<file path="config.mk">
export PLATFORM = sky130hd
export DESIGN_NAME = epv_exception_priority_vector
export DESIGN_NICKNAME = d
export VERILOG_FILES = /design/src/rtl/epv_pkg.sv /design/src/rtl/epv_exception_priority_vector.sv
export SDC_FILE = /design/constraint.sdc
export NUM_CORES = 1
export LEC_CHECK = 0
export ABC_CLOCK_PERIOD_IN_PS = 73600
export BUFFER_PORTS_ARGS = -buffer_cell sky130_fd_sc_hd__buf_4
export CAP_MARGIN = 20
export CORE_ASPECT_RATIO = 0.5
export CORE_UTILIZATION = 55
export DETAILED_ROUTE_END_ITERATION = 8
export GPL_TIMING_DRIVEN = 1
export PLACE_DENSITY = 0.78
export SYNTH_ARGS = -nofsm -noshare
export SYNTH_HDL_FRONTEND = slang
export SYNTH_SLANG_ARGS = --single-unit
</file>
<file path="constraint.sdc">
create_clock -name CLK_SYS -period 73.6 [get_ports CLK_SYS]
set_input_delay 3.68 -clock CLK_SYS [delete_from_list [all_inputs] [get_ports CLK_SYS]]
set_output_delay 3.68 -clock CLK_SYS [all_outputs]
set_load 0.05 [all_outputs]
</file>
<file path="src/rtl/epv_pkg.sv">
// Constants, types and field layouts for the exception priority and vector
// logic. Assumes a single 20 MHz system clock and synchronous reset.
// Behaviour
// - Programmable priorities reset to zero
// - IRQ n is vector n+16, offset 0x40+4n
// - Table word zero holds initial stack pointer
// - Table base is zero after reset
// - Privileged write relocates base within range
// - Smaller value wins; three fixed priorities
// - Programmable fields accept only 0 to 7
// - Equal priority: lowest exception number first
// - More urgent arrival preempts active handler
// - Equal priority never preempts; stays pending
package epv_pkg;

  // --------------------------------------------------------------------
  // Sizes
  // --------------------------------------------------------------------
  localparam int NUM_IRQ     = 44;
  localparam int NUM_VEC     = 60;
  localparam int VEC_W       = 6;
  localparam int PRI_W       = 4;
  localparam int IRQ_VEC_OFS = 16;

  typedef logic [VEC_W-1:0] epv_vec_t;
  typedef logic signed [PRI_W-1:0] epv_pri_t;

  // --------------------------------------------------------------------
  // Fixed vectors and priorities
  // --------------------------------------------------------------------
  localparam epv_vec_t VEC_RESET = 6'h01;
  localparam epv_vec_t VEC_NMI   = 6'h02;
  localparam epv_vec_t VEC_HARD  = 6'h03;
  localparam epv_pri_t PRI_RESET = -4'sd3;
  localparam epv_pri_t PRI_NMI   = -4'sd2;
  localparam epv_pri_t PRI_HARD  = -4'sd1;
  localparam epv_pri_t PRI_IDLE  = 4'sh7 + 4'sh0;
  localparam logic [2:0] PRI_RST_VAL = 3'h0;
  localparam logic [2:0] PRI_MAX     = 3'h7;

  // Vectors with programmable priority and a real source
  localparam logic [NUM_VEC-1:0] VEC_PROG_MASK =
    60'h83f_ffff_e1ff_d870;

  // --------------------------------------------------------------------
  // Table base
  // --------------------------------------------------------------------
  localparam logic [31:0] BASE_RST   = 32'h0000_0000;
  localparam logic [31:0] BASE_MIN   = 32'h0000_0100;
  localparam logic [31:0] BASE_MAX   = 32'h3fff_ff00;
  localparam logic [31:0] BASE_ALIGN = 32'h0000_00ff;
  localparam int          SP_WORD    = 0;

  typedef struct packed {
    logic        valid;
    epv_vec_t    vec;
    logic [31:0] addr;
  } epv_take_s;

  typedef enum logic [1:0] {EPV_THREAD, EPV_HANDLER} epv_mode_e;

endpackage
</file>
<file path="src/rtl/epv_exception_priority_vector.sv">
// Exception prioritisation and vector address generation.
// Assumes the core pulses ACT_DONE when the active handler returns and
// that all inputs are synchronous to CLK_SYS.
`timescale 1ns/1ps
`default_nettype none
module epv_exception_priority_vector
(
  input  wire logic                      CLK_SYS,
  input  wire logic                      RESET,
  input  wire logic [epv_pkg::NUM_VEC-1:0] EXC_REQ,
  input  wire logic                      PRI_WE,
  input  wire logic [epv_pkg::VEC_W-1:0] PRI_VEC,
  input  wire logic [2:0]                PRI_VAL,
  input  wire logic                      BASE_WE,
  input  wire logic                      BASE_PRIV,
  input  wire logic [31:0]               BASE_VAL,
  input  wire logic                      ACT_DONE,
  output logic                           TAKE_VALID,
  output logic [epv_pkg::VEC_W-1:0]      TAKE_VEC,
  output logic [31:0]                    TAKE_ADDR,
  output logic [31:0]                    VEC_BASE,
  output logic [epv_pkg::NUM_VEC-1:0]    PEND,
  output logic [epv_pkg::VEC_W-1:0]      ACT_VEC,
  output logic                           ACTIVE
);

  // --------------------------------------------------------------------
  // Priority store
  // --------------------------------------------------------------------
  logic [2:0] pri_reg [epv_pkg::NUM_VEC];
  logic [31:0] base_reg;
  logic [epv_pkg::NUM_VEC-1:0] pend_reg;
  epv_pkg::epv_vec_t act_reg;
  epv_pkg::epv_pri_t act_pri_reg;
  logic [3:0] depth_reg;
  epv_pkg::epv_pri_t stk_pri [16];
  epv_pkg::epv_vec_t stk_vec [16];

  genvar gi;
  generate
    for (gi = 0; gi < epv_pkg::NUM_VEC; gi++)
    begin : g_pri
      always_ff @(posedge CLK_SYS)
      begin
        if (RESET)
          pri_reg[gi] <= epv_pkg::PRI_RST_VAL;
        else if (PRI_WE && PRI_VEC == epv_pkg::epv_vec_t'(gi)
                 && epv_pkg::VEC_PROG_MASK[gi])
          pri_reg[gi] <= PRI_VAL & epv_pkg::PRI_MAX;
      end
    end
  endgenerate

  // --------------------------------------------------------------------
  // Table base
  // --------------------------------------------------------------------
  // Out-of-range or unaligned writes are dropped rather than truncated
  always_ff @(posedge CLK_SYS)
  begin
    if (RESET)
      base_reg <= epv_pkg::BASE_RST;
    else if (BASE_WE && BASE_PRIV && BASE_VAL >= epv_pkg::BASE_MIN
             && BASE_VAL <= epv_pkg::BASE_MAX
             && (BASE_VAL & epv_pkg::BASE_ALIGN) == 32'h0)
      base_reg <= BASE_VAL;
  end

  // --------------------------------------------------------------------
  // Selection
  // --------------------------------------------------------------------
  function automatic epv_pkg::epv_pri_t eff_pri(input int v,
                                                input logic [2:0] p);
    epv_pkg::epv_pri_t r;
    r = epv_pkg::epv_pri_t'({1'b0, p});
    if (v == 1)
      r = epv_pkg::PRI_RESET;
    else if (v == 2)
      r = epv_pkg::PRI_NMI;
    else if (v == 3)
      r = epv_pkg::PRI_HARD;
    return r;
  endfunction

  epv_pkg::epv_vec_t best_vec;
  epv_pkg::epv_pri_t best_pri;
  logic              best_any;
  logic [epv_pkg::NUM_VEC-1:0] live;

  // Vector zero and unsourced reserved slots never become pending
  localparam logic [epv_pkg::NUM_VEC-1:0] SRC_MASK =
    epv_pkg::VEC_PROG_MASK | 60'h0e;
  assign live = pend_reg & SRC_MASK;

  always_comb
  begin
    best_vec = '0;
    best_pri = epv_pkg::PRI_IDLE;
    best_any = 1'b0;
    // Strict less-than keeps the lowest number on a tie
    for (int v = 0; v < epv_pkg::NUM_VEC; v++)
    begin
      if (live[v] && (!best_any || eff_pri(v, pri_reg[v]) < best_pri))
      begin
        best_any = 1'b1;
        best_pri = eff_pri(v, pri_reg[v]);
        best_vec = epv_pkg::epv_vec_t'(v);
      end
    end
  end

  logic take;
  assign take = best_any && !TAKE_VALID &&
                (depth_reg == 4'h0 || best_pri < act_pri_reg);

  // --------------------------------------------------------------------
  // Pending
  // --------------------------------------------------------------------
  // A new request wins over the clear of the same cycle
  always_ff @(posedge CLK_SYS)
  begin
    if (RESET)
      pend_reg <= '0;
    else
    begin
      for (int v = 0; v < epv_pkg::NUM_VEC; v++)
        if (EXC_REQ[v] && SRC_MASK[v])
          pend_reg[v] <= 1'b1;
        else if (take && best_vec == epv_pkg::epv_vec_t'(v))
          pend_reg[v] <= 1'b0;
    end
  end

  // --------------------------------------------------------------------
  // Active stack
  // --------------------------------------------------------------------
  // Eight programmable levels and three fixed ones nest at most eleven
  // deep, as preemption needs a strictly more urgent value; sixteen
  // entries keep the index in range without a guard.
  always_ff @(posedge CLK_SYS)
  begin
    if (RESET)
    begin
      depth_reg   <= 4'h0;
      act_reg     <= '0;
      act_pri_reg <= epv_pkg::PRI_IDLE;
    end
    else if (take && ACT_DONE && depth_reg != 4'h0)
    begin
      // Return and entry together: the new handler takes the top level
      // so the returning one is not left stranded on the stack
      act_reg     <= best_vec;
      act_pri_reg <= best_pri;
    end
    else if (take)
    begin
      stk_pri[depth_reg] <= act_pri_reg;
      stk_vec[depth_reg] <= act_reg;
      depth_reg   <= depth_reg + 4'h1;
      act_reg     <= best_vec;
      act_pri_reg <= best_pri;
    end
    else if (ACT_DONE && depth_reg != 4'h0)
    begin
      depth_reg   <= depth_reg - 4'h1;
      act_reg     <= stk_vec[depth_reg - 4'h1];
      act_pri_reg <= stk_pri[depth_reg - 4'h1];
    end
  end

  // --------------------------------------------------------------------
  // Outputs
  // --------------------------------------------------------------------
  always_ff @(posedge CLK_SYS)
  begin
    if (RESET)
    begin
      TAKE_VALID <= 1'b0;
      TAKE_VEC   <= '0;
      TAKE_ADDR  <= epv_pkg::BASE_RST;
    end
    else
    begin
      TAKE_VALID <= take;
      if (take)
      begin
        TAKE_VEC  <= best_vec;
        TAKE_ADDR <= base_reg + {24'h0, best_vec, 2'b00};
      end
    end
  end

  always_ff @(posedge CLK_SYS)
  begin
    if (RESET)
    begin
      VEC_BASE <= epv_pkg::BASE_RST;
      PEND     <= '0;
      ACT_VEC  <= '0;
      ACTIVE   <= 1'b0;
    end
    else
    begin
      VEC_BASE <= base_reg;
      PEND     <= pend_reg;
      ACT_VEC  <= act_reg;
      ACTIVE   <= depth_reg != 4'h0;
    end
  end
endmodule
`default_nettype wire

</file>
Word-level counts from Yosys, hierarchy flattened --
Memories as Yosys holds them, arrays and structs flattened. Index checks and enable logic that the tools add are counted.
Word-level totals: output and inout bits 138, bits in registers 214, memory bits (writable) 340, memories kept 3, logic and storage cells 927
Memories:
- pri_reg | depth 60, bits a word 3, rd ports 42, clocked after memory_dff 0, write ports 60, RTL line epv_exception_priority_vector.sv:30 | logic [2:0] pri_reg [epv_pkg::NUM_VEC];
- stk_vec | depth 16, bits a word 6, rd ports 1, clocked after memory_dff 0, write ports 1, RTL line epv_exception_priority_vector.sv:37 | epv_pkg::epv_vec_t stk_vec [16];
- stk_pri | depth 16, bits a word 4, rd ports 1, clocked after memory_dff 0, write ports 1, RTL line epv_exception_priority_vector.sv:36 | epv_pkg::epv_pri_t stk_pri [16];
Cells by class: order comparisons 47, bitwise gates (word level) 43, add/subtract/negate cells 3, reduce and logical (&&, ||, !) cells 281, equal/unequal tests 87, mux-type cells 407
Operators by type and width (number):
- $eq 6x6->1 const B | 46
- $mux 1 | 268
- $mux 6 | 41
- $mux 4 | 51
- $lt 4x4->1 | 43
- $eq 6x5->1 const B | 24
- $logic_and 1x1->1 | 140
- $mux 3 | 45
- $reduce_bool 2->1 | 46
- $eq 6x4->1 const B | 8
- $logic_not 1->1 | 45
- $logic_or 1x1->1 | 45
- $or 1x1->1 | 42
- $eq 6x3->1 const B | 6
- $add 32x8->32 | 1
- $ge 32x9->1 const B | 1
- $le 32x30->1 const B | 1
- $logic_not 32->1 | 1
- $eq 6x2->1 const B | 2
- $eq 6x1->1 const B | 1
- $add 4x1->4 const B | 1
- $logic_not 4->1 | 1
- $lt 1x4->1 const A | 1
- $lt 2x4->1 const A | 1
- 6 further kinds | 7

Depth between registers and ports, before layout --
Gate-level depths: netlist of the first run.
depth in word-level cells 185, gate-level depth with buffers 399, gate-level depth less buffers 394

Worst setup path after synthesis of the first run --
OpenSTA, ideal clock, no wires.
path kind register to register, start point register pend_reg[1] (netlist name), end point register TAKE_ADDR[30], arrival 63.721 ns, required time 73.514 ns, library setup time 0.086 ns, stages on the path, launching flop included 368, path slack 9.794 ns, clock period less this slack 63.806 ns, path through dfxtp_1 > buf_2 > nor4_1 > ha_1 > a21oi_1 > o211a_1 > o21ai_0 > mux2_2 > inv_1 > ha_1 > nor3_1 > nand4_1 > a2bb2oi_1 > and2_1 > buf_2 > mux2i_1 > ha_1 > a21oi_1 > (+332 left out) > a21o_1 > a21oi_1 > nor2b_1 > o21ai_0 > nand2b_1 > and3_1 > and3_1 > and3_1 > nand3_1 > nor2_1 > and3_1 > and3_1 > and3_1 > and3_1 > and3_1 > nand3_1 > xor2_1 > a211oi_1
Between the ends: elaborated cells between the ends (all ways) 316
RTL lines:
- from (decl) | RTL line epv_exception_priority_vector.sv:32 | logic [epv_pkg::NUM_VEC-1:0] pend_reg;
- from (signal assigned) | RTL line epv_exception_priority_vector.sv:122 | pend_reg <= '0;
- from (signal, indexed assignment) | RTL line epv_exception_priority_vector.sv:127 | pend_reg[v] <= 1'b1;
- from (signal, indexed assignment) | RTL line epv_exception_priority_vector.sv:129 | pend_reg[v] <= 1'b0;
- $mux 4 or $mux 1 (tied branches) | RTL line epv_exception_priority_vector.sv:102 | if (live[v] && (!best_any || eff_pri(v, pri_reg[v]) < best_pri))
- $lt 2x4->1 or $logic_not 1->1 (tied branches) | RTL line epv_exception_priority_vector.sv:102
- $logic_or 1x1->1 | RTL line epv_exception_priority_vector.sv:102
- $logic_and 1x1->1 | RTL line epv_exception_priority_vector.sv:102
- $mux 4 or $mux 1 (tied branches) | RTL line epv_exception_priority_vector.sv:102
- $lt 1x4->1 or $logic_not 1->1 (tied branches) | RTL line epv_exception_priority_vector.sv:102
- $logic_or 1x1->1 | RTL line epv_exception_priority_vector.sv:102
- $logic_and 1x1->1 | RTL line epv_exception_priority_vector.sv:102
- (+163 left out)
- $logic_and 1x1->1 | RTL line epv_exception_priority_vector.sv:102
- $mux 4 or $mux 1 (tied branches) | RTL line epv_exception_priority_vector.sv:102
- $lt 4x4->1 or $logic_not 1->1 (tied branches) | RTL line epv_exception_priority_vector.sv:102
- $logic_or 1x1->1 | RTL line epv_exception_priority_vector.sv:102
- $logic_and 1x1->1 | RTL line epv_exception_priority_vector.sv:102
- $mux 6 (*) | RTL line epv_exception_priority_vector.sv:102
- net best_vec[0] | RTL line epv_exception_priority_vector.sv:84 | epv_pkg::epv_vec_t best_vec;
- $add 32x8->32 (*) | RTL line epv_exception_priority_vector.sv:187 | TAKE_ADDR <= base_reg + {24'h0, best_vec, 2'b00};
- to (signal assigned) | RTL line epv_exception_priority_vector.sv:179 | TAKE_ADDR <= epv_pkg::BASE_RST;
- to (signal assigned) | RTL line epv_exception_priority_vector.sv:187
- to (decl) | RTL line epv_exception_priority_vector.sv:20 | output logic [31:0] TAKE_ADDR,
The timed path passes the listed nets; every way through them passes the cells marked *. A chain may end at the register's enable or synchronous reset.

Worst setup path after layout of the first run --
start point register pend_reg[1] (netlist name), end point register TAKE_ADDR[31]
The elaborated chain is that of the path after synthesis.

==> results of run 1 <==
## worst max-delay path by stage
stage                          to        start  cells after the start  slack (ns)
floorplan           TAKE_ADDR[30]  pend_reg[1]                    367        9.79
global placement    TAKE_ADDR[31]  pend_reg[4]                    362        0.77
detailed placement  TAKE_ADDR[31]  pend_reg[3]                    365       -0.38
CTS                 TAKE_ADDR[31]  pend_reg[3]                    365         0.1
global route        TAKE_ADDR[31]  pend_reg[3]                    371       -0.43
finish              TAKE_ADDR[31]  pend_reg[1]                    367        4.52
## worst max-delay path: cells and delay by family, from the launching register on
family | cells | cell delay, ns
AO/OA/AOI/OAI | 164 | 30.99
XOR/XNOR | 1 | 0.16
buffers and inverters | 13 | 1.51
flip-flops | 1 | 0.46
adder cells (fa/ha/maj) | 42 | 11.28
multiplexers | 9 | 2.62
AND/OR/NAND/NOR | 138 | 21.90
## timing repair
action | in CTS | in global routing
endpoints found under the setup margin | 183 | 258
gates resized for setup | 8 | 102
buffers inserted | 0 | 28
pin swaps | 0 | 18
## metal layers
layer | wire length [um] | vias up | track usage, %
met5 | 0 | - | 0
met4 | 2420 | 0 | 10.1
met3 | 5410 | 164 | 4.36
met2 | 34800 | 862 | 48.1
met1 | 29900 | 10109 | 38.5
li1 | - | 9790 | -
## cells by family after synthesis
logic type,synth area share (%)
AND/OR/NAND/NOR,19.3
AO/OA/AOI/OAI,16.0
flip-flops,48.9
buffers and inverters,3.66
multiplexers,6.46
adder cells (fa/ha/maj),4.64
XOR/XNOR,1.06
other,0.0142
## stage by stage
step | hold slack [ns] | TNS, ns | setup WS (ns) | util, %
after floorplan | 0.444 | 0 | 9.79 | -
after global placement | 0.462 | 0 | 0.773 | 60.6
after detailed placement | 0.465 | -2.50 | -0.376 | 60.6
after CTS | 0.482 | 0 | 0.0955 | 64.1
after global routing | 0.495 | -1.48 | -0.428 | 65.3
final | 0.480 | 0 | 4.52 | 65.3
## cells in the mapped netlist (14+ instances only)
library cell  count  share of area (%)
nor3_1           70                1.3
a31oi_1          27               0.64
mux2i_1          44                1.7
buf_2            16               0.30
nand3_1          39               0.74
o21ai_0          75                1.4
and3_1           38               0.90
o21a_1           35                1.0
nor2_1          318                4.5
buf_4            21               0.60
a211oi_1         52                1.5
clkbuf_1         78                1.1
or3_1            20               0.48
a311oi_1         31                1.0
a211o_1          14               0.47
nor4_1           23               0.55
nand2_1         156                2.2
edfxtp_1        286                 33
a21oi_1         115                2.2
o211ai_1         17               0.48
dfxtp_1         214                 16
a21o_1           32               0.91
xnor2_1          25               0.83
o21bai_1         41                1.2
nor2b_1         104                2.5
nand2b_1         27               0.64
o31ai_1          22               0.63
mux4_2           50                4.3
ha_1             96                4.6
inv_1            95                1.4
and2_1          131                3.1
## cell type report
class	instances	share of cell area, %
Timing Repair Buffer	275	6.76
Inverter	96	1.17
Clock inverter	26	1.01
Multi-Input combinational cell	1838	42.4
Clock buffer	57	4.10
Tap cell	638	2.60
Antenna cell	1	0.00815
Sequential cell	500	42.0
==> results.json, run 1 <==
{
  "overflow": 0,
  "firstDrtPassIters": 6,
  "fin_nets": 2960,
  "cts_buffers": 45,
  "clk-insertion-delay-late_ns": 0.58,
  "arrival_ns": 69.56,
  "hpwl_um": 50800,
  "hp-class": "reg -> reg",
  "clock.fmax_mhz": 14.5,
  "r2r_cells": 367,
  "finalSetupViolations": 0,
  "drc": 0,
  "clock-root-buffer": "clkbuf_16",
  "worstReg2RegStart": "pend_reg[1]",
  "hold_end": "VEC_BASE[1]",
  "finalCritPeriodShare_pct": 93.9,
  "syn2layout_area_growth_pct": 16.6,
  "relSlewSlack_pct": 23.8,
  "largest_reg_flops": 126,
  "end_kind": "flip-flop",
  "multiInputGateArea_um2": 13000,
  "ys_async_sr_fraction_pct": 0,
  "finClkSkew_ns": 0.0281,
  "syn_inst": 2547,
  "maxCapViolations": 0,
  "hp-start": "base_reg[1]",
  "cp_common_cell": "nand2_1",
  "worst_slew_pin_slew_ns": 1.14,
  "final-max-slew-violation-count": 0,
  "synthesis.area_um2": 26300,
  "synth_edf_count": 286,
  "synth.distinct_cells": 105,
  "cts.clk_slew.worst_paths_ns": 0.07,
  "core_um2": 47000,
  "placed_area_um2": 28500,
  "hold_violations": 0,
  "grt_pass1_vias": 19637,
  "wirelength_um": 72600,
  "yosysWarnings": 0,
  "reg2reg_to": "TAKE_ADDR[31]",
  "antenna_left": 0,
  "place_congestion": 0.942,
  "status": "completed",
  "final_common_cell": "nor2_1",
  "reg2reg_slack_ns": 4.52,
  "synth.avg_cell_area_um2": 10.3,
  "num-fill-cells": 3637,
  "final_cells": 3431,
  "ys.flop_type": "edfxtp_1",
  "yosysSeqAreaShare_pct": 48.9,
  "tritoncts": "done",
  "worst-setup-path-type": "reg -> reg",
  "seq_area_um2": 12900,
  "die_w_um": 311,
  "die_height_um": 157,
  "slowest_stage": "or4b_2",
  "wl_per_cell_um": 21.2,
  "ios": 245,
  "routed_via_density": 6.10,
  "drtIter0Drc": 2095,
  "row_count": 56,
  "drive_above_1_share_pct": 19.4,
  "vias": 20925,
  "ys_seq_elements": 500,
  "cts_max_path_buffers": 3,
  "path_max_fanout": 25,
  "cts_hold_buf": 0,
  "grt_max_degree": 130,
  "min_path_cells": 1,
  "fin_area_um2": 30700,
  "start_util_pct": 56.0,
  "clock-sinks": 500,
  "mostFrequentLayoutCells": "313 x nor2_1, 286 x edfxtp_1, 273 x buf_4",
  "crit_required_ns": 74.08,
  "dpl.cell_count": 3319,
  "numPortBuffers": 214,
  "critPathLaunchType": "flip-flop",
  "slowest_delay_ns": 0.76,
  "grt_use_total_pct": 28.8,
  "min_period_ns": 69.08,
  "grt_antenna_before_repair": 1,
  "cts-htree-levels": 2,
  "grt_pass1_wl_um": 110000,
  "design.die.area_um2": 48800
}
Power of run 1 is not shown: default switching activity piles up to over one toggle a cycle in this logic, so the estimate is an artifact.
==> inputs of run 2 (changes only) <==
CTS_BUF_LIST = sky130_fd_sc_hd__clkbuf_8   (was default)
==> results.json, run 2 (synthesis gave the netlist of run 1 again) <==
{
  "path_max_fanout": 25,
  "largest_reg_flops": 126,
  "critPathLaunchType": "flip-flop",
  "worst_slew_pin_slew_ns": 1.11,
  "vias": 20983,
  "antenna_left": 0,
  "finalSetupViolations": 0,
  "cp_common_cell": "nand2_1",
  "wirelength_um": 72400,
  "min_period_ns": 69.20,
  "setup_tns_ns": 0,
  "cts_buffers": 71,
  "wl_per_cell_um": 20.8,
  "slowest_stage": "or4b_2",
  "finish.utilization_pct": 65.0,
  "grt_use_total_pct": 28.7,
  "fin_nets": 2983,
  "hpwl_um": 50800,
  "die_w_um": 311,
  "syn2layout_area_growth_pct": 16.1,
  "grt_max_degree": 130,
  "numPortBuffers": 214,
  "row_count": 56,
  "clock-root-buffer": "clkbuf_8",
  "dpl.cell_count": 3319,
  "cts.clk_slew.worst_paths_ns": 0.07,
  "finalCritPeriodShare_pct": 94.0,
  "drc": 0,
  "die_height_um": 157,
  "clock-sinks": 500,
  "multiInputGateArea_um2": 13000,
  "clock.fmax_mhz": 14.4,
  "mostFrequentLayoutCells": "314 x nor2_1, 286 x edfxtp_1, 270 x buf_4",
  "end_kind": "flip-flop",
  "firstDrtPassIters": 6,
  "num-fill-cells": 3639,
  "relSlewSlack_pct": 25.2,
  "cts_hold_buf": 0,
  "crit_required_ns": 74.16,
  "crit_family": "compound AO/OA/AOI/OAI gates",
  "cts-htree-levels": 3,
  "overflow": 0,
  "start_util_pct": 56.0,
  "seq_area_um2": 12900,
  "place_congestion": 0.942,
  "arrival_ns": 69.76,
  "final_cells": 3479,
  "hold_violations": 0,
  "routed_via_density": 6.03,
  "hp-class": "reg -> reg",
  "worst-setup-path-type": "reg -> reg",
  "placed_area_um2": 28500,
  "maxCapViolations": 0,
  "tritoncts": "done",
  "core_um2": 47000,
  "drtIter0Drc": 2116,
  "slowest_delay_ns": 0.76,
  "fin_area_um2": 30600,
  "clk-insertion-delay-late_ns": 0.68,
  "finClkSkew_ns": 0.0327,
  "final-max-slew-violation-count": 0,
  "worstPathBufferInverterCount": 15,
  "grt_pass1_vias": 19478,
  "design.die.area_um2": 48800,
  "drive_above_1_share_pct": 19.9,
  "cts_max_path_buffers": 3,
  "ios": 245,
  "grt_pass1_wl_um": 109000,
  "status": "completed",
  "grt_antenna_before_repair": 3,
  "final_common_cell": "nor2_1"
}
[run 2: routing by layer]
layer	global-route usage, %	wire (um)	vias up
li1	-	-	9842
met1	38.2	30400	10168
met2	47.1	34300	805
met3	5.39	5210	168
met4	10.3	2560	0
met5	0	0	-
[run 2: path summary, 6_finish.rpt]
kind,depth (start not counted),endpoint,slack [ns],from
min reg2reg,1,VEC_BASE[1],0.47,base_reg[1]
min,1,VEC_BASE[1],0.47,base_reg[1]
max,370,TAKE_ADDR[31],4.40,pend_reg[3]
max reg2reg,370,TAKE_ADDR[31],4.40,pend_reg[3]
[run 2: per-stage QoR]
step	setup WS, ns	hold WS (ns)
2_1_floorplan	9.79	0.444
3_3_place_gp	0.773	0.462
3_5_place_dp	-0.376	0.465
4_1_cts	0.0722	0.479
5_1_grt	-0.600	0.496
6_report	4.40	0.473
[run 2: cell type report]
| type | instances | area share (%) |
|---|---|---|
| diodes | 4 | 0.0327 |
| inverters | 96 | 1.18 |
| repair buffers | 272 | 6.71 |
| clock inverters | 46 | 1.03 |
| clock buffers | 85 | 3.83 |
| flip-flops and latches | 500 | 42.1 |
| well taps | 638 | 2.61 |
| multi-input cells | 1838 | 42.5 |
[run 2: timing repair]
item / 4_1_cts / 5_1_grt
buffers inserted: 0 / 24
cloned: 0 / 0
pin swaps: 0 / 15
gates resized for setup: 7 / 99
setup endpoints to repair: 191 / 258
Power of run 2 is left out for the same reason.
